[config.mk]
export PLATFORM = sky130hd
export DESIGN_NAME = cgm_top
export DESIGN_NICKNAME = d
export VERILOG_FILES = /design/src/core/cgm_pkg.sv /design/src/core/cgm_fifo.sv /design/src/core/cgm_top.sv
export SDC_FILE = /design/constraint.sdc
export NUM_CORES = 1
export LEC_CHECK = 0
export ABC_CLOCK_PERIOD_IN_PS = 3200
export CORE_MARGIN = 5
export CORE_UTILIZATION = 65
export CTS_BUF_LIST = sky130_fd_sc_hd__clkbuf_4
export CTS_CLUSTER_DIAMETER = 120
export DETAILED_ROUTE_END_ITERATION = 10
export DONT_BUFFER_PORTS = 1
export PLACE_DENSITY = 0.84
export SYNTH_ARGS = -nofsm -noshare
export SYNTH_HDL_FRONTEND = slang
export SYNTH_SLANG_ARGS = --single-unit
[constraint.sdc]
create_clock -name clk -period 3.2 [get_ports clk]
set_input_delay 0.48 -clock clk [delete_from_list [all_inputs] [get_ports clk]]
set_output_delay 0.48 -clock clk [all_outputs]
set_load 0.05 [all_outputs]
[src/core/cgm_pkg.sv]
// cgm_pkg: constants, carriers and timing figures for the count-gate and
// marker front end.
// assumes one 100 MHz core clock; pin inputs are asynchronous to it.
package cgm_pkg;

  // core clock
  localparam int CLK_PERIOD_NS = 10;

  // marker pins
  localparam int NUM_MARKERS = 3;
  localparam int MARKER_CH_W = 2;

  // far-end hold time per marker level, and the same in core cycles
  // (a least time, so it rounds up)
  localparam int MARKER_HOLD_NS  = 100;
  localparam int MARKER_HOLD_CYC =
    (MARKER_HOLD_NS + CLK_PERIOD_NS - 1) / CLK_PERIOD_NS;

  // synchroniser depth for every pin input
  localparam int SYNC_STAGES = 2;

  // record stream
  localparam int TAG_W      = 28;
  localparam int FIFO_DEPTH = 16;

  // reset values
  localparam logic             CE_SYNC_RESET     = 1'b1;
  localparam logic             MARKER_SYNC_RESET = 1'b0;
  localparam logic [TAG_W-1:0] TAG_RESET         = 28'h0000000;

  // static settings from the instrument's configuration logic
  typedef struct packed {
    logic timeTaggedRecordMode;  // 1: records go to the stream
    logic markerRisingEdge;      // 1: rising, 0: falling
  } cgm_cfg_t;

  // one entry of the time-tagged record stream
  typedef struct packed {
    logic                   isMarker;
    logic [MARKER_CH_W-1:0] channel;
    logic [TAG_W-1:0]       tag;
  } cgm_rec_t;

  localparam int REC_W = $bits(cgm_rec_t);

endpackage

[src/core/cgm_fifo.sv]
// cgm_fifo: flip-flop FIFO with valid/ready on both sides.
// assumes one clock and a synchronous active-low reset; width and depth
// are parameters, depth need not be a power of two.
`timescale 1ns/1ps
`default_nettype none
module cgm_fifo #(
  parameter int WIDTH = cgm_pkg::REC_W,
  parameter int DEPTH = cgm_pkg::FIFO_DEPTH
) (
  // clock and reset
  input  wire  logic             clk,
  input  wire  logic             reset_n,
  // filling side
  input  wire  logic             inValid,
  input  wire  logic [WIDTH-1:0] inData,
  output logic                   inReady,
  // draining side
  output logic                   outValid,
  output logic [WIDTH-1:0]       outData,
  input  wire  logic             outReady
);
  import cgm_pkg::*;

  localparam int AW = (DEPTH > 1) ? $clog2(DEPTH) : 1;
  localparam int CW = $clog2(DEPTH + 1);
  localparam logic [AW-1:0] LAST = AW'(DEPTH - 1);
  localparam logic [CW-1:0] FULL = CW'(DEPTH);

  logic [WIDTH-1:0] memReg [DEPTH];
  logic [AW-1:0]    wrPtr_reg, wrPtr_next;
  logic [AW-1:0]    rdPtr_reg, rdPtr_next;
  logic [CW-1:0]    count_reg, count_next;
  logic             valid_reg, valid_next;
  logic             full_reg, full_next;
  logic             push, pop;

  always_comb begin
    push       = inValid && !full_reg;
    pop        = valid_reg && outReady;
    wrPtr_next = wrPtr_reg;
    rdPtr_next = rdPtr_reg;
    count_next = count_reg;
    if (push) begin
      wrPtr_next = (wrPtr_reg == LAST) ? '0 : wrPtr_reg + 1'b1;
    end
    if (pop) begin
      rdPtr_next = (rdPtr_reg == LAST) ? '0 : rdPtr_reg + 1'b1;
    end
    if (push && !pop) begin
      count_next = count_reg + 1'b1;
    end else if (pop && !push) begin
      count_next = count_reg - 1'b1;
    end
    // flags registered so that both handshakes come from flip-flops
    valid_next = (count_next != '0);
    full_next  = (count_next == FULL);
  end

  always_ff @(posedge clk) begin
    if (!reset_n) begin
      wrPtr_reg <= '0;
      rdPtr_reg <= '0;
      count_reg <= '0;
      valid_reg <= 1'b0;
      full_reg  <= 1'b0;
    end else begin
      wrPtr_reg <= wrPtr_next;
      rdPtr_reg <= rdPtr_next;
      count_reg <= count_next;
      valid_reg <= valid_next;
      full_reg  <= full_next;
    end
  end

  // storage needs no reset: nothing reads an entry before it is written
  always_ff @(posedge clk) begin
    if (push) begin
      memReg[wrPtr_reg] <= inData;
    end
  end

  assign inReady  = !full_reg;
  assign outValid = valid_reg;
  assign outData  = memReg[rdPtr_reg];

endmodule // cgm_fifo
`default_nettype wire

[src/core/cgm_top.sv]
// cgm_top: count-enable gate, marker edge capture and measurement-active
// output of the photon-timing front end.
// assumes pins are asynchronous; photon events, settings and the core
// activity level come from logic on clk.
//
// Functional notes
// - counts are recorded only while the count-enable input is high.
// - the count-enable gate applies in histogramming and time-tagged modes.
// - an open count-enable input reads as enabled; others hold it high.
// - with a router attached, count-enable carries its valid-count signal.
// - marker inputs pulled low, so open markers never make events.
// - marker active edge, rising or falling, chosen by a setting.
// - three markers, captured only in time-tagged record mode.
// - each detected marker edge adds one record to the stream, unless a record for the same marker still waits.
// - marker records beat photon records; photons may then be dropped.
// - measurement-active output high while the timing core runs.
// - the same logical signals appear on both connectors in parallel.
`timescale 1ns/1ps
`default_nettype none
module cgm_top (
  // clock and reset
  input  wire  logic                            clk,
  input  wire  logic                            reset_n,
  // settings and core state
  input  wire  cgm_pkg::cgm_cfg_t               cfg,
  input  wire  logic                            coreActive,
  // photon events from the timing core
  input  wire  logic                            photonValid,
  input  wire  logic [cgm_pkg::MARKER_CH_W-1:0] photonChannel,
  // connector pins, one logical net each
  input  wire  logic                            countEnablePin,
  input  wire  logic [cgm_pkg::NUM_MARKERS-1:0] markerPin,
  // connector outputs
  output logic                                  measActiveRouter,
  output logic                                  measActiveCtrl,
  // histogramming count pulses and the time-tagged lost-photon flag
  output logic                                  histCount,
  output logic [cgm_pkg::MARKER_CH_W-1:0]       histChannel,
  output logic                                  photonDropped,
  // record stream out
  output logic                                  recValid,
  output cgm_pkg::cgm_rec_t                     recData,
  input  wire  logic                            recReady
);
  import cgm_pkg::*;

  // synchronisers: stage one is read only by stage two
  logic                   ceS1_reg, ceS2_reg;
  logic [NUM_MARKERS-1:0] mkS1_reg, mkS2_reg, mkPrev_reg;
  logic [NUM_MARKERS-1:0] edgeRaw;

  // capture state
  logic [NUM_MARKERS-1:0] pend_reg, pend_next, grant;
  logic [TAG_W-1:0]       tag_reg, tag_next;
  logic                   measActive_reg, measActive_next;
  logic                   histCount_reg, histCount_next;
  logic [MARKER_CH_W-1:0] histChannel_reg, histChannel_next;
  logic                   dropped_reg, dropped_next;

  // record path into the buffer
  logic                   wrValid, wrReady;
  cgm_rec_t               wrData;
  logic [REC_W-1:0]       rdBits;
  logic                   gateOpen;
  logic                   photonForRec;

  // the open-pin level is supplied by the pull resistors outside the
  // logic; reset values match them so nothing fires at release
  always_ff @(posedge clk) begin
    if (!reset_n) begin
      ceS1_reg <= CE_SYNC_RESET;
      ceS2_reg <= CE_SYNC_RESET;
    end else begin
      ceS1_reg <= countEnablePin;
      ceS2_reg <= ceS1_reg;
    end
  end

  generate
    for (genvar i = 0; i < NUM_MARKERS; i++) begin : g_marker
      always_ff @(posedge clk) begin
        if (!reset_n) begin
          mkS1_reg[i]   <= MARKER_SYNC_RESET;
          mkS2_reg[i]   <= MARKER_SYNC_RESET;
          mkPrev_reg[i] <= MARKER_SYNC_RESET;
        end else begin
          mkS1_reg[i]   <= markerPin[i];
          mkS2_reg[i]   <= mkS1_reg[i];
          mkPrev_reg[i] <= mkS2_reg[i];
        end
      end
      // edge seen on the synchronised level only
      assign edgeRaw[i] = cfg.markerRisingEdge ?
                          (mkS2_reg[i] && !mkPrev_reg[i]) :
                          (!mkS2_reg[i] && mkPrev_reg[i]);
    end
  endgenerate

  // with a router attached the same pin is its valid-count line, so the
  // gate needs no separate path for it
  assign gateOpen = ceS2_reg;

  // lowest numbered pending marker goes first when the buffer has room
  always_comb begin
    grant = '0;
    if (wrReady) begin
      for (int i = 0; i < NUM_MARKERS; i++) begin
        if (pend_reg[i] && (grant == '0)) begin
          grant[i] = 1'b1;
        end
      end
    end
  end

  always_comb begin
    wrData          = '0;
    wrData.tag      = tag_reg;
    wrValid         = 1'b0;
    photonForRec    = cfg.timeTaggedRecordMode && gateOpen &&
                      photonValid;
    if (pend_reg != '0) begin
      // a waiting marker owns the slot even while the buffer is full
      wrValid         = 1'b1;
      wrData.isMarker = 1'b1;
      for (int i = NUM_MARKERS - 1; i >= 0; i--) begin
        if (pend_reg[i]) begin
          wrData.channel = MARKER_CH_W'(i);
        end
      end
    end else if (photonForRec) begin
      wrValid         = 1'b1;
      wrData.isMarker = 1'b0;
      wrData.channel  = photonChannel;
    end
  end

  always_comb begin
    tag_next         = tag_reg + 1'b1;
    measActive_next  = coreActive;
    histCount_next   = !cfg.timeTaggedRecordMode && gateOpen &&
                       photonValid;
    histChannel_next = histCount_next ? photonChannel : histChannel_reg;
    // photons have no back-pressure: lost when a marker or a full
    // buffer takes the slot
    dropped_next     = photonForRec &&
                       ((pend_reg != '0) || !wrReady);
    if (cfg.timeTaggedRecordMode) begin
      // a new edge wins over the grant that clears the same bit
      pend_next = (pend_reg & ~grant) | edgeRaw;
    end else begin
      pend_next = '0;
    end
  end

  always_ff @(posedge clk) begin
    if (!reset_n) begin
      tag_reg         <= TAG_RESET;
      pend_reg        <= '0;
      measActive_reg  <= 1'b0;
      histCount_reg   <= 1'b0;
      histChannel_reg <= '0;
      dropped_reg     <= 1'b0;
    end else begin
      tag_reg         <= tag_next;
      pend_reg        <= pend_next;
      measActive_reg  <= measActive_next;
      histCount_reg   <= histCount_next;
      histChannel_reg <= histChannel_next;
      dropped_reg     <= dropped_next;
    end
  end

  cgm_fifo #(
    .WIDTH (REC_W),
    .DEPTH (FIFO_DEPTH)
  ) u_fifo (
    .clk      (clk),
    .reset_n  (reset_n),
    .inValid  (wrValid),
    .inData   (wrData),
    .inReady  (wrReady),
    .outValid (recValid),
    .outData  (rdBits),
    .outReady (recReady)
  );

  assign recData          = cgm_rec_t'(rdBits);
  assign measActiveRouter = measActive_reg;
  assign measActiveCtrl   = measActive_reg;
  assign histCount        = histCount_reg;
  assign histChannel      = histChannel_reg;
  assign photonDropped    = dropped_reg;
endmodule // cgm_top
`default_nettype wire

Word level (Yosys, flattened, before mapping)
Memories as Yosys holds them, arrays and structs flattened. A register that Yosys moved wholly into a read port is not among the register bits. Cells that the tools add are included.

Bits in writable memories: 496. ROM bits: 0. Memories kept: 1. Bits in registers: 62. Input port bits: 13. Output and inout bits: 38. Bits in latches: 0.

Memory list: u_fifo.memReg (words 16, bits a word 31, read ports 1, clocked after Yosys merged registers in 1, wr ports 1, line cgm_fifo.sv:29) `logic [WIDTH-1:0] memReg [DEPTH];`.

Add/subtract/negate cells: 5. Bitwise logic cells: 4. Multipliers: 0. Mux-type cells: 24. Reduce and logical (&&, ||, !) cells: 32. Eq/ne operators: 3. Order comparisons: 0. Div/mod/pow operators: 0. Shift-type cells: 0.

Operators with widths (count): $add A28 B1 Y28 const B (1); $logic_and A1 B1 Y1 (17); $mux W4 (4); $mux W1 (12); $logic_not A1 Y1 (10); $mux W5 (2); $add A4 B1 Y4 const B (2); $eq A4 B4 Y1 const B (2); $mux W2 (4); $mux W3 (2); $add A5 B1 Y5 const B (1); $eq A5 B5 Y1 const B (1); $reduce_bool A5 Y1 (1); $sub A5 B1 Y5 const B (1); $and A3 B3 Y3 (1); $not A3 Y3 (1); $or A3 B3 Y3 (1); $reduce_bool A3 Y1 (1); $logic_not A2 Y1 (1); $reduce_and A2 Y1 (1); $logic_or A1 B1 Y1 (1); $not A1 Y1 (1).

Longest topological paths before layout
Gate-level depths: netlist of run 1.

Depth after elaboration: 13. Mapped depth: 7. Depth with buffers taken out: 7.

By module
Synthesis of run 1 repeated with hierarchy kept, for this count alone.

Cells, all modules: 1011. Area, all modules: 21528.1 µm².

Modules (own cells, without submodules): cgm_fifo (cells an instance 803, area each 19585.0 µm², instances 1); cgm_top (cells an instance 208, area each 1943.1 µm², instances 1).

Worst setup path after synthesis of run 1
No wires, ideal clock.

Path type: in2reg. Start point: input port photonValid. End point: memory u_fifo.memReg[15][0] (netlist bit), enable pin. Library setup time: 0.419 ns. Required time: 2.781 ns. Stages: 4. Data arrival time: 2.272 ns. Slack: 0.509 ns. Cell sequence: nand3_1 > a21o_1 > clkbuf_1 > nor2_1.

Cells in the longest elaborated chain, start to end: 6.

Ends and longest elaborated chain: start: declaration (line cgm_top.sv:28) `input wire logic photonValid,`; $logic_and A1 B1 Y1 (line cgm_top.sv:119) `photonForRec = cfg.timeTaggedRecordMode && gateOpen &&`; $mux W1 (line cgm_top.sv:130) `end else if (photonForRec) begin`; $mux W1 (line cgm_top.sv:121) `if (pend_reg != '0) begin`; $logic_and A1 B1 Y1 (line cgm_fifo.sv:38) `push = inValid && !full_reg;`; $mux W1 (line cgm_fifo.sv:77) `if (push) begin`; $mux W1 (not written as such) (line cgm_fifo.sv:78) `memReg[wrPtr_reg] <= inData;`; end: declaration (line cgm_fifo.sv:29).

No other way between the ends.

==> metrics.csv, run 1 <==
stage,metric,value,unit
hold_path,WHS Endpoint,photonDropped,
global_routing,initial antenna violation count,2,
pwr,Pleak,8.16,nW
layout,nets,1208,
worst_setup_path,Worst R2R Path Depth,5,
logic_synthesis,Synth top area share,0.694,
sta,max frequency,0.301,GHz
clock_network,clock latency on the worst-skew pair,0.82,ns
pwr,pwr dens,663,nW/um2
global_routing,vias in the first global route,11700,
route,routed vias,11300,
logic_synthesis,Cells after Synth,1012,
die,Die H,192,um
die,Ports,51,
place,final HPWL from detailed placement,24.4,mm
route,wire per inst,29.5,um
layout,layout cell share with drive strength beyond 1,0.363,
layout,Reg area,16200,um2
logic_synthesis,Post-synth EDFFs,496,
die,chip width,192,um
worst_setup_path,CP Class,register to output pin,
layout,max reg flops,496,
worst_setup_path,Critical Path RT,2.72,ns
logic_synthesis,Seq cells post-synth,562,
global_routing,global-route wire length before repair,72.2,mm
clock_network,CTS tree,built,
worst_setup_path,worst path arrival time,2.84,ns
route,final wirelength,50.9,mm
clock_network,CTS max path bufs,3,
logic_synthesis,Yosys Warn Count,0,
place,GP Congestion,0.780,
worst_setup_path,FF-to-FF setup slack,0.57,ns
layout,post-route insts no fill,1726,
worst_setup_path,Worst path slowest cell,mux4_2,
sta,Worst-Margin Slew,0.943,ns
logic_synthesis,Yosys top cell by area,edfxtp_1,
logic_synthesis,Synth Flop Type,edfxtp_1,
die,core area,32500,um2
worst_setup_path,startpoint types,register,
worst_setup_path,CP Max Fanout,8,
clock_network,H-Tree Depth,4,
hold_path,class of the tightest hold or removal check,primary input to register,
die,Die ar.,36700,um2
logic_synthesis,Syn Area/Cell,21.2,um2
route,DRT Pass-1 Iters,5,
logic_synthesis,Syn Nets,1033,
route,# DRC,0,
sta,hold slack,0.0579,ns
logic_synthesis,Synth area leaders,"edfxtp_1 69%, mux4_2 16%, dfxtp_1 6.2%",
job,MaxCap Viol Count,0,
route,antenna-violating nets left,0,
outcome,failing checks,negative setup slack,
sta,Final min period,3.32,ns
sta,Worst Clk Skew,0.0622,ns
global_routing,total global routing overflow,0,
pwr,Tot Pwr,0.0165,W
sta,setup violators final,29,
logic_synthesis,Mapped Area,21500,um2
worst_setup_path,r2r startpoint,tag_reg[11],
worst_setup_path,Critical Path End Type,output pin,
hold_path,hold path depth,2,
route,drt via density,6.56,
place,PortBufs,0,
hold_path,Hold Crit Start,photonValid,
layout,area occupied by multi-input gates,4970,um2
sta,final worst path period share,1.04,
sta,relative slew slack,0.370,
route,DRT iter0 DRCs,1329,
worst_setup_path,Worst path depth,5,
clock_network,clock-pin slew on the worst setup and hold paths,0.06,ns
global_routing,largest net degree at the start of global routing,52,
outcome,status,"finished, violations left",
worst_setup_path,CP Buf/Inv Count,3,
sta,Slew Limit Fails,0,
worst_setup_path,worst-path cell chain,buf_12 > buf_12 > clkbuf_16 > mux4_2 > mux4_2,
worst_setup_path,reg2reg end,tag_reg[23],
clock_network,Root Driver,clkbuf_4,
die,num rows,66,
global_routing,gr usage total,0.275,
logic_synthesis,sequential-to-total area share from yosys stat,0.756,
logic_synthesis,"Distinct cells, synth",44,
place,pre-CTS setup slack,0.596,ns
layout,layout filler cell count,1671,
layout,final core utilization,0.765,
sta,post-route setup slack,-0.122,ns
layout,Layout area overhead,16.0,%
sta,Final Hold Vio Count,0,
clock_network,clk sinks,562,
place,placed cells,1450,
clock_network,Num CTS Buffers,138,
sta,unrepaired setup endpoints after global routing,yes,
pwr,maximum VDD drop,0.480,mV
die,Initial Util,0.659,
worst_setup_path,"delay-heaviest family, CP",multiplexers,
logic_synthesis,fraction of registers with async set/reset,0,
worst_setup_path,Worst path max stage delay,0.64,ns
kinds of logic (layout without fill, tap and decap cells):
family	Yosys count	after routing	share of synthesized area
adder cells (fa/ha/maj)	8	8	0.00467
other	0	2	0
AO/OA/AOI/OAI	40	40	0.0116
flip-flops	562	562	0.756
buffers and inverters	57	327	0.0135
XOR/XNOR	27	27	0.0110
multiplexers	161	161	0.166
AND/OR/NAND/NOR	157	157	0.0378
metrics by stage:
stage               instance area, um2  setup TNS, ns
floorplan                        21500              0
global placement                 22400              0
detailed placement               22400              0
CTS                              24700          -2.65
global route                     24900          -4.46
finish                           24900          -1.93
how the worst max path moves through the flow:
| stage | end | start |
|---|---|---|
| final | recData[4] | register |
| after CTS | recData[12] | register |
| after global placement | recData[30] | register |
| after floorplan | u_fifo.memReg[15][0] | photonValid |
| after detailed placement | recData[25] | register |
| after global routing | recData[27] | register |
power breakdown:
group | internal (W) | switching [W]
clock | 0.00354 | 0.00284
combinational | 0.000970 | 0.00103
sequential | 0.00799 | 0.000117
total | 0.0125 | 0.00399
synthesized netlist by cell type, types with 2 or more instances:
master	instances
a21oi_1	16
a31oi_1	3
and2_1	30
and3_1	4
and4_1	3
buf_1	5
buf_2	9
buf_6	8
clkbuf_1	23
dfxtp_1	66
edfxtp_1	496
ha_1	8
inv_1	10
mux2i_1	6
mux4_2	155
nand2_1	26
nand2b_1	3
nand3_1	14
nand3b_1	2
nand4_1	6
nor2_1	40
nor3_1	9
nor3b_1	3
nor4_1	6
o21ai_0	10
o31ai_1	2
or3_1	6
or4_1	2
xnor2_1	16
xor2_1	11
per-layer routing:
metal  vias to the layer above  GRT usage  routed length [um]  share of wire
li1                       4614          -                   -              -
met3                       123     0.0683                5140           0.10
met5                         -          0                   0              0
met1                      5760      0.354               17600           0.35
met4                         0     0.0928                1610          0.032
met2                       822      0.466               26600           0.52
cells in the final DEF, fill, tap and decap left out, types with 14 or more instances in the layout:
cell type,synthesis,final
clkbuf_4,0,196
a21oi_1,16,16
and2_2,0,15
and2_1,30,15
xnor2_1,16,16
nor2_1,40,39
clkinv_1,0,20
edfxtp_1,496,496
nand2_1,26,26
buf_4,1,27
nand3_1,14,14
buf_12,0,21
mux4_2,155,155
dfxtp_1,66,62
timing repair:
item | 4_1_cts | 5_1_grt
hold endpoints to repair | 30 | 0
setup buffers | 10 | 6
endpoints found under the setup margin | 31 | 31
hold buffers | 12 | 0
gates cloned | 6 | 6
resized for setup | 16 | 3
area by class of cell:
type	count	share of cell area
clock buffers	196	0.0591
clock inverters	39	0.0159
inverters	11	0.00166
repair buffers	81	0.0491
well taps	442	0.0222
flip-flops and latches	562	0.652
multi-input cells	393	0.200
diodes	2	0.000201
Power figures use the tool's default switching activity.
==> run 2: changes to the inputs <==
--- a/config.mk
+++ b/config.mk
@@ -12,7 +12,9 @@
 export CTS_CLUSTER_DIAMETER = 120
 export DETAILED_ROUTE_END_ITERATION = 10
 export DONT_BUFFER_PORTS = 1
+export HOLD_SLACK_MARGIN = 0.12
 export PLACE_DENSITY = 0.84
+export REMOVE_ABC_BUFFERS = 1
 export SYNTH_ARGS = -nofsm -noshare
 export SYNTH_HDL_FRONTEND = slang
 export SYNTH_SLANG_ARGS = --single-unit
==> run 2 against run 1 <==
  * The run still ends with negative setup slack left
  * Clock power decreased by 0.9%
  * Flip-flop and latch count is the same
  * Critical path depth did not move
  * Design area increased by 0.32%
  * First-iteration DRC count up 34%
  * Cell count up 0.35%
  * Largest power group unchanged
==> metrics.csv, run 2 (synthesized netlist as in run 1, its figures left out) <==
stage,metric,value,unit
outcome,status,"finished, violations left",
outcome,failing checks,negative setup slack,
worst_setup_path,worst path arrival time,2.87,ns
hold_path,Hold Crit Start,cfg[1],
hold_path,hold path depth,5,
route,antenna-violating nets left,0,
worst_setup_path,reg2reg end,tag_reg[24],
route,wire length on met2,27.2,mm
layout,area occupied by multi-input gates,4970,um2
layout,nets,1209,
clock_network,clk sinks,562,
sta,hold slack,0.155,ns
clock_network,clock-pin slew on the worst setup and hold paths,0.07,ns
die,Ports,51,
die,chip width,192,um
route,drt via density,6.74,
layout,Layout area overhead,16.4,%
sta,setup violators final,27,
clock_network,Num CTS Buffers,136,
route,Met1 Wirelength,18.0,mm
route,DRT Pass-1 Iters,5,
die,core area,32500,um2
clock_network,clock latency on the worst-skew pair,0.86,ns
route,routed vias,11700,
worst_setup_path,Worst path max stage delay,0.66,ns
die,num rows,66,
sta,Worst-Margin Slew,0.943,ns
worst_setup_path,Worst path slowest cell,mux4_2,
layout,"commonest non-fill, non-tap cells in the layout","496 x edfxtp_1, 204 x clkbuf_4, 155 x mux4_2",
place,pre-CTS setup slack,0.610,ns
die,Die ar.,36700,um2
route,final wirelength,53.4,mm
sta,final worst path period share,1.05,
place,GP Congestion,0.754,
worst_setup_path,Worst R2R Path Depth,5,
sta,relative slew slack,0.370,
worst_setup_path,Critical Path RT,2.72,ns
die,Die H,192,um
pwr,maximum VDD drop,0.493,mV
hold_path,WHS Endpoint,u_fifo.wrPtr_reg[1],
place,final HPWL from detailed placement,23.5,mm
layout,layout cell share with drive strength beyond 1,0.365,
sta,Final Hold Vio Count,0,
global_routing,initial antenna violation count,1,
pwr,Pleak,8.18,nW
sta,unrepaired setup endpoints after global routing,yes,
sta,Slew Limit Fails,0,
sta,Worst Clk Skew,0.0820,ns
global_routing,global-route wire length before repair,77.8,mm
route,Met3 Wirelength,6.27,mm
layout,"commonest non-fill, non-tap cell in the layout",edfxtp_1,
sta,post-route setup slack,-0.149,ns
place,PortBufs,0,
global_routing,vias in the first global route,12400,
route,DRT iter0 DRCs,1777,
layout,Reg area,16200,um2
route,# DRC,0,
clock_network,H-Tree Depth,4,
job,MaxCap Viol Count,0,
layout,layout filler cell count,1610,
worst_setup_path,CP Max Fanout,5,
clock_network,CTS tree,built,
sta,Final min period,3.35,ns
worst_setup_path,r2r startpoint,tag_reg[11],
worst_setup_path,CP Class,register to output pin,
global_routing,total global routing overflow,0,
layout,max reg flops,496,
worst_setup_path,Critical Path End Type,output pin,
clock_network,CTS max path bufs,3,
pwr,pwr dens,660,nW/um2
route,highest routed layer,met5,
global_routing,gr usage total,0.297,
worst_setup_path,startpoint types,register,
worst_setup_path,FF-to-FF setup slack,0.29,ns
worst_setup_path,worst-path cell chain,buf_12 > buf_12 > buf_6 > mux4_2 > mux4_2,
die,Initial Util,0.659,
clock_network,Root Driver,clkbuf_4,
sta,max frequency,0.299,GHz
global_routing,largest net degree at the start of global routing,42,
route,wire per inst,30.8,um
hold_path,class of the tightest hold or removal check,primary input to register,
pwr,Tot Pwr,0.0165,W
[run 2: changes by cell type in the layout (fill, tap and decap cells not counted), sizes merged]
cell / delta
clkinv: -5
bufinv: -3
buf: +5
diode: -1
clkbuf: +6
inv: +1
clkinvlp: +3
[run 2: critical path, delay by kind of cell, from the launching register on]
kind | cells | cell delay [ns]
buffers and inverters | 3 | 0.40
DFF | 1 | 0.43
muxes | 2 | 1.22
[run 2: layout make-up]
class | instances | area share
antenna | 1 | 0.000100
clock buffer | 204 | 0.0613
clock inverter | 35 | 0.0123
inverter | 11 | 0.00165
multi-input combinational | 393 | 0.199
sequential | 562 | 0.650
tap | 442 | 0.0221
timing repair buffer | 84 | 0.0535
[run 2: power breakdown]
part | leakage, nW | switching [W] | internal (W)
Clock | 1.08 | 0.00292 | 0.00340
Combinational | 1.96 | 0.00105 | 0.00101
Sequential | 5.14 | 0.000114 | 0.00799
[run 2: how the worst max path moves through the flow]
stage	slack [ns]	endpoint	cells after the start
2_1_floorplan	-3.71	recData[0]	2
3_3_place_gp	0.62	recData[10]	3
3_5_place_dp	0.61	recData[11]	3
4_1_cts	-0.16	recData[0]	5
5_1_grt	-0.23	recData[29]	5
6_report	-0.15	recData[29]	5
[run 2: timing repair]
item,4_1_cts,5_1_grt
setup buffers,15,3
hold endpoints to repair,35,0
hold buffers,12,0
gates resized for setup,18,3
endpoints found under the setup margin,30,31
cloned,11,3
[run 2: per-layer routing]
metal	vias up	global-route usage
met1	5883	0.391
met5	-	0
met4	2	0.121
met2	1013	0.481
li1	4598	-
met3	178	0.0811
[run 2: per-stage QoR]
step	cells	instance area, um2	TNS (ns)	utilization
5_1_grt	1732	25000	-4.98	0.767
4_1_cts	1728	24900	-3.82	0.766
6_report	1732	25000	-2.28	0.767
3_5_place_dp	1451	22400	0	0.688
3_3_place_gp	1451	22400	0	0.688
2_1_floorplan	966	21200	-114.87	-
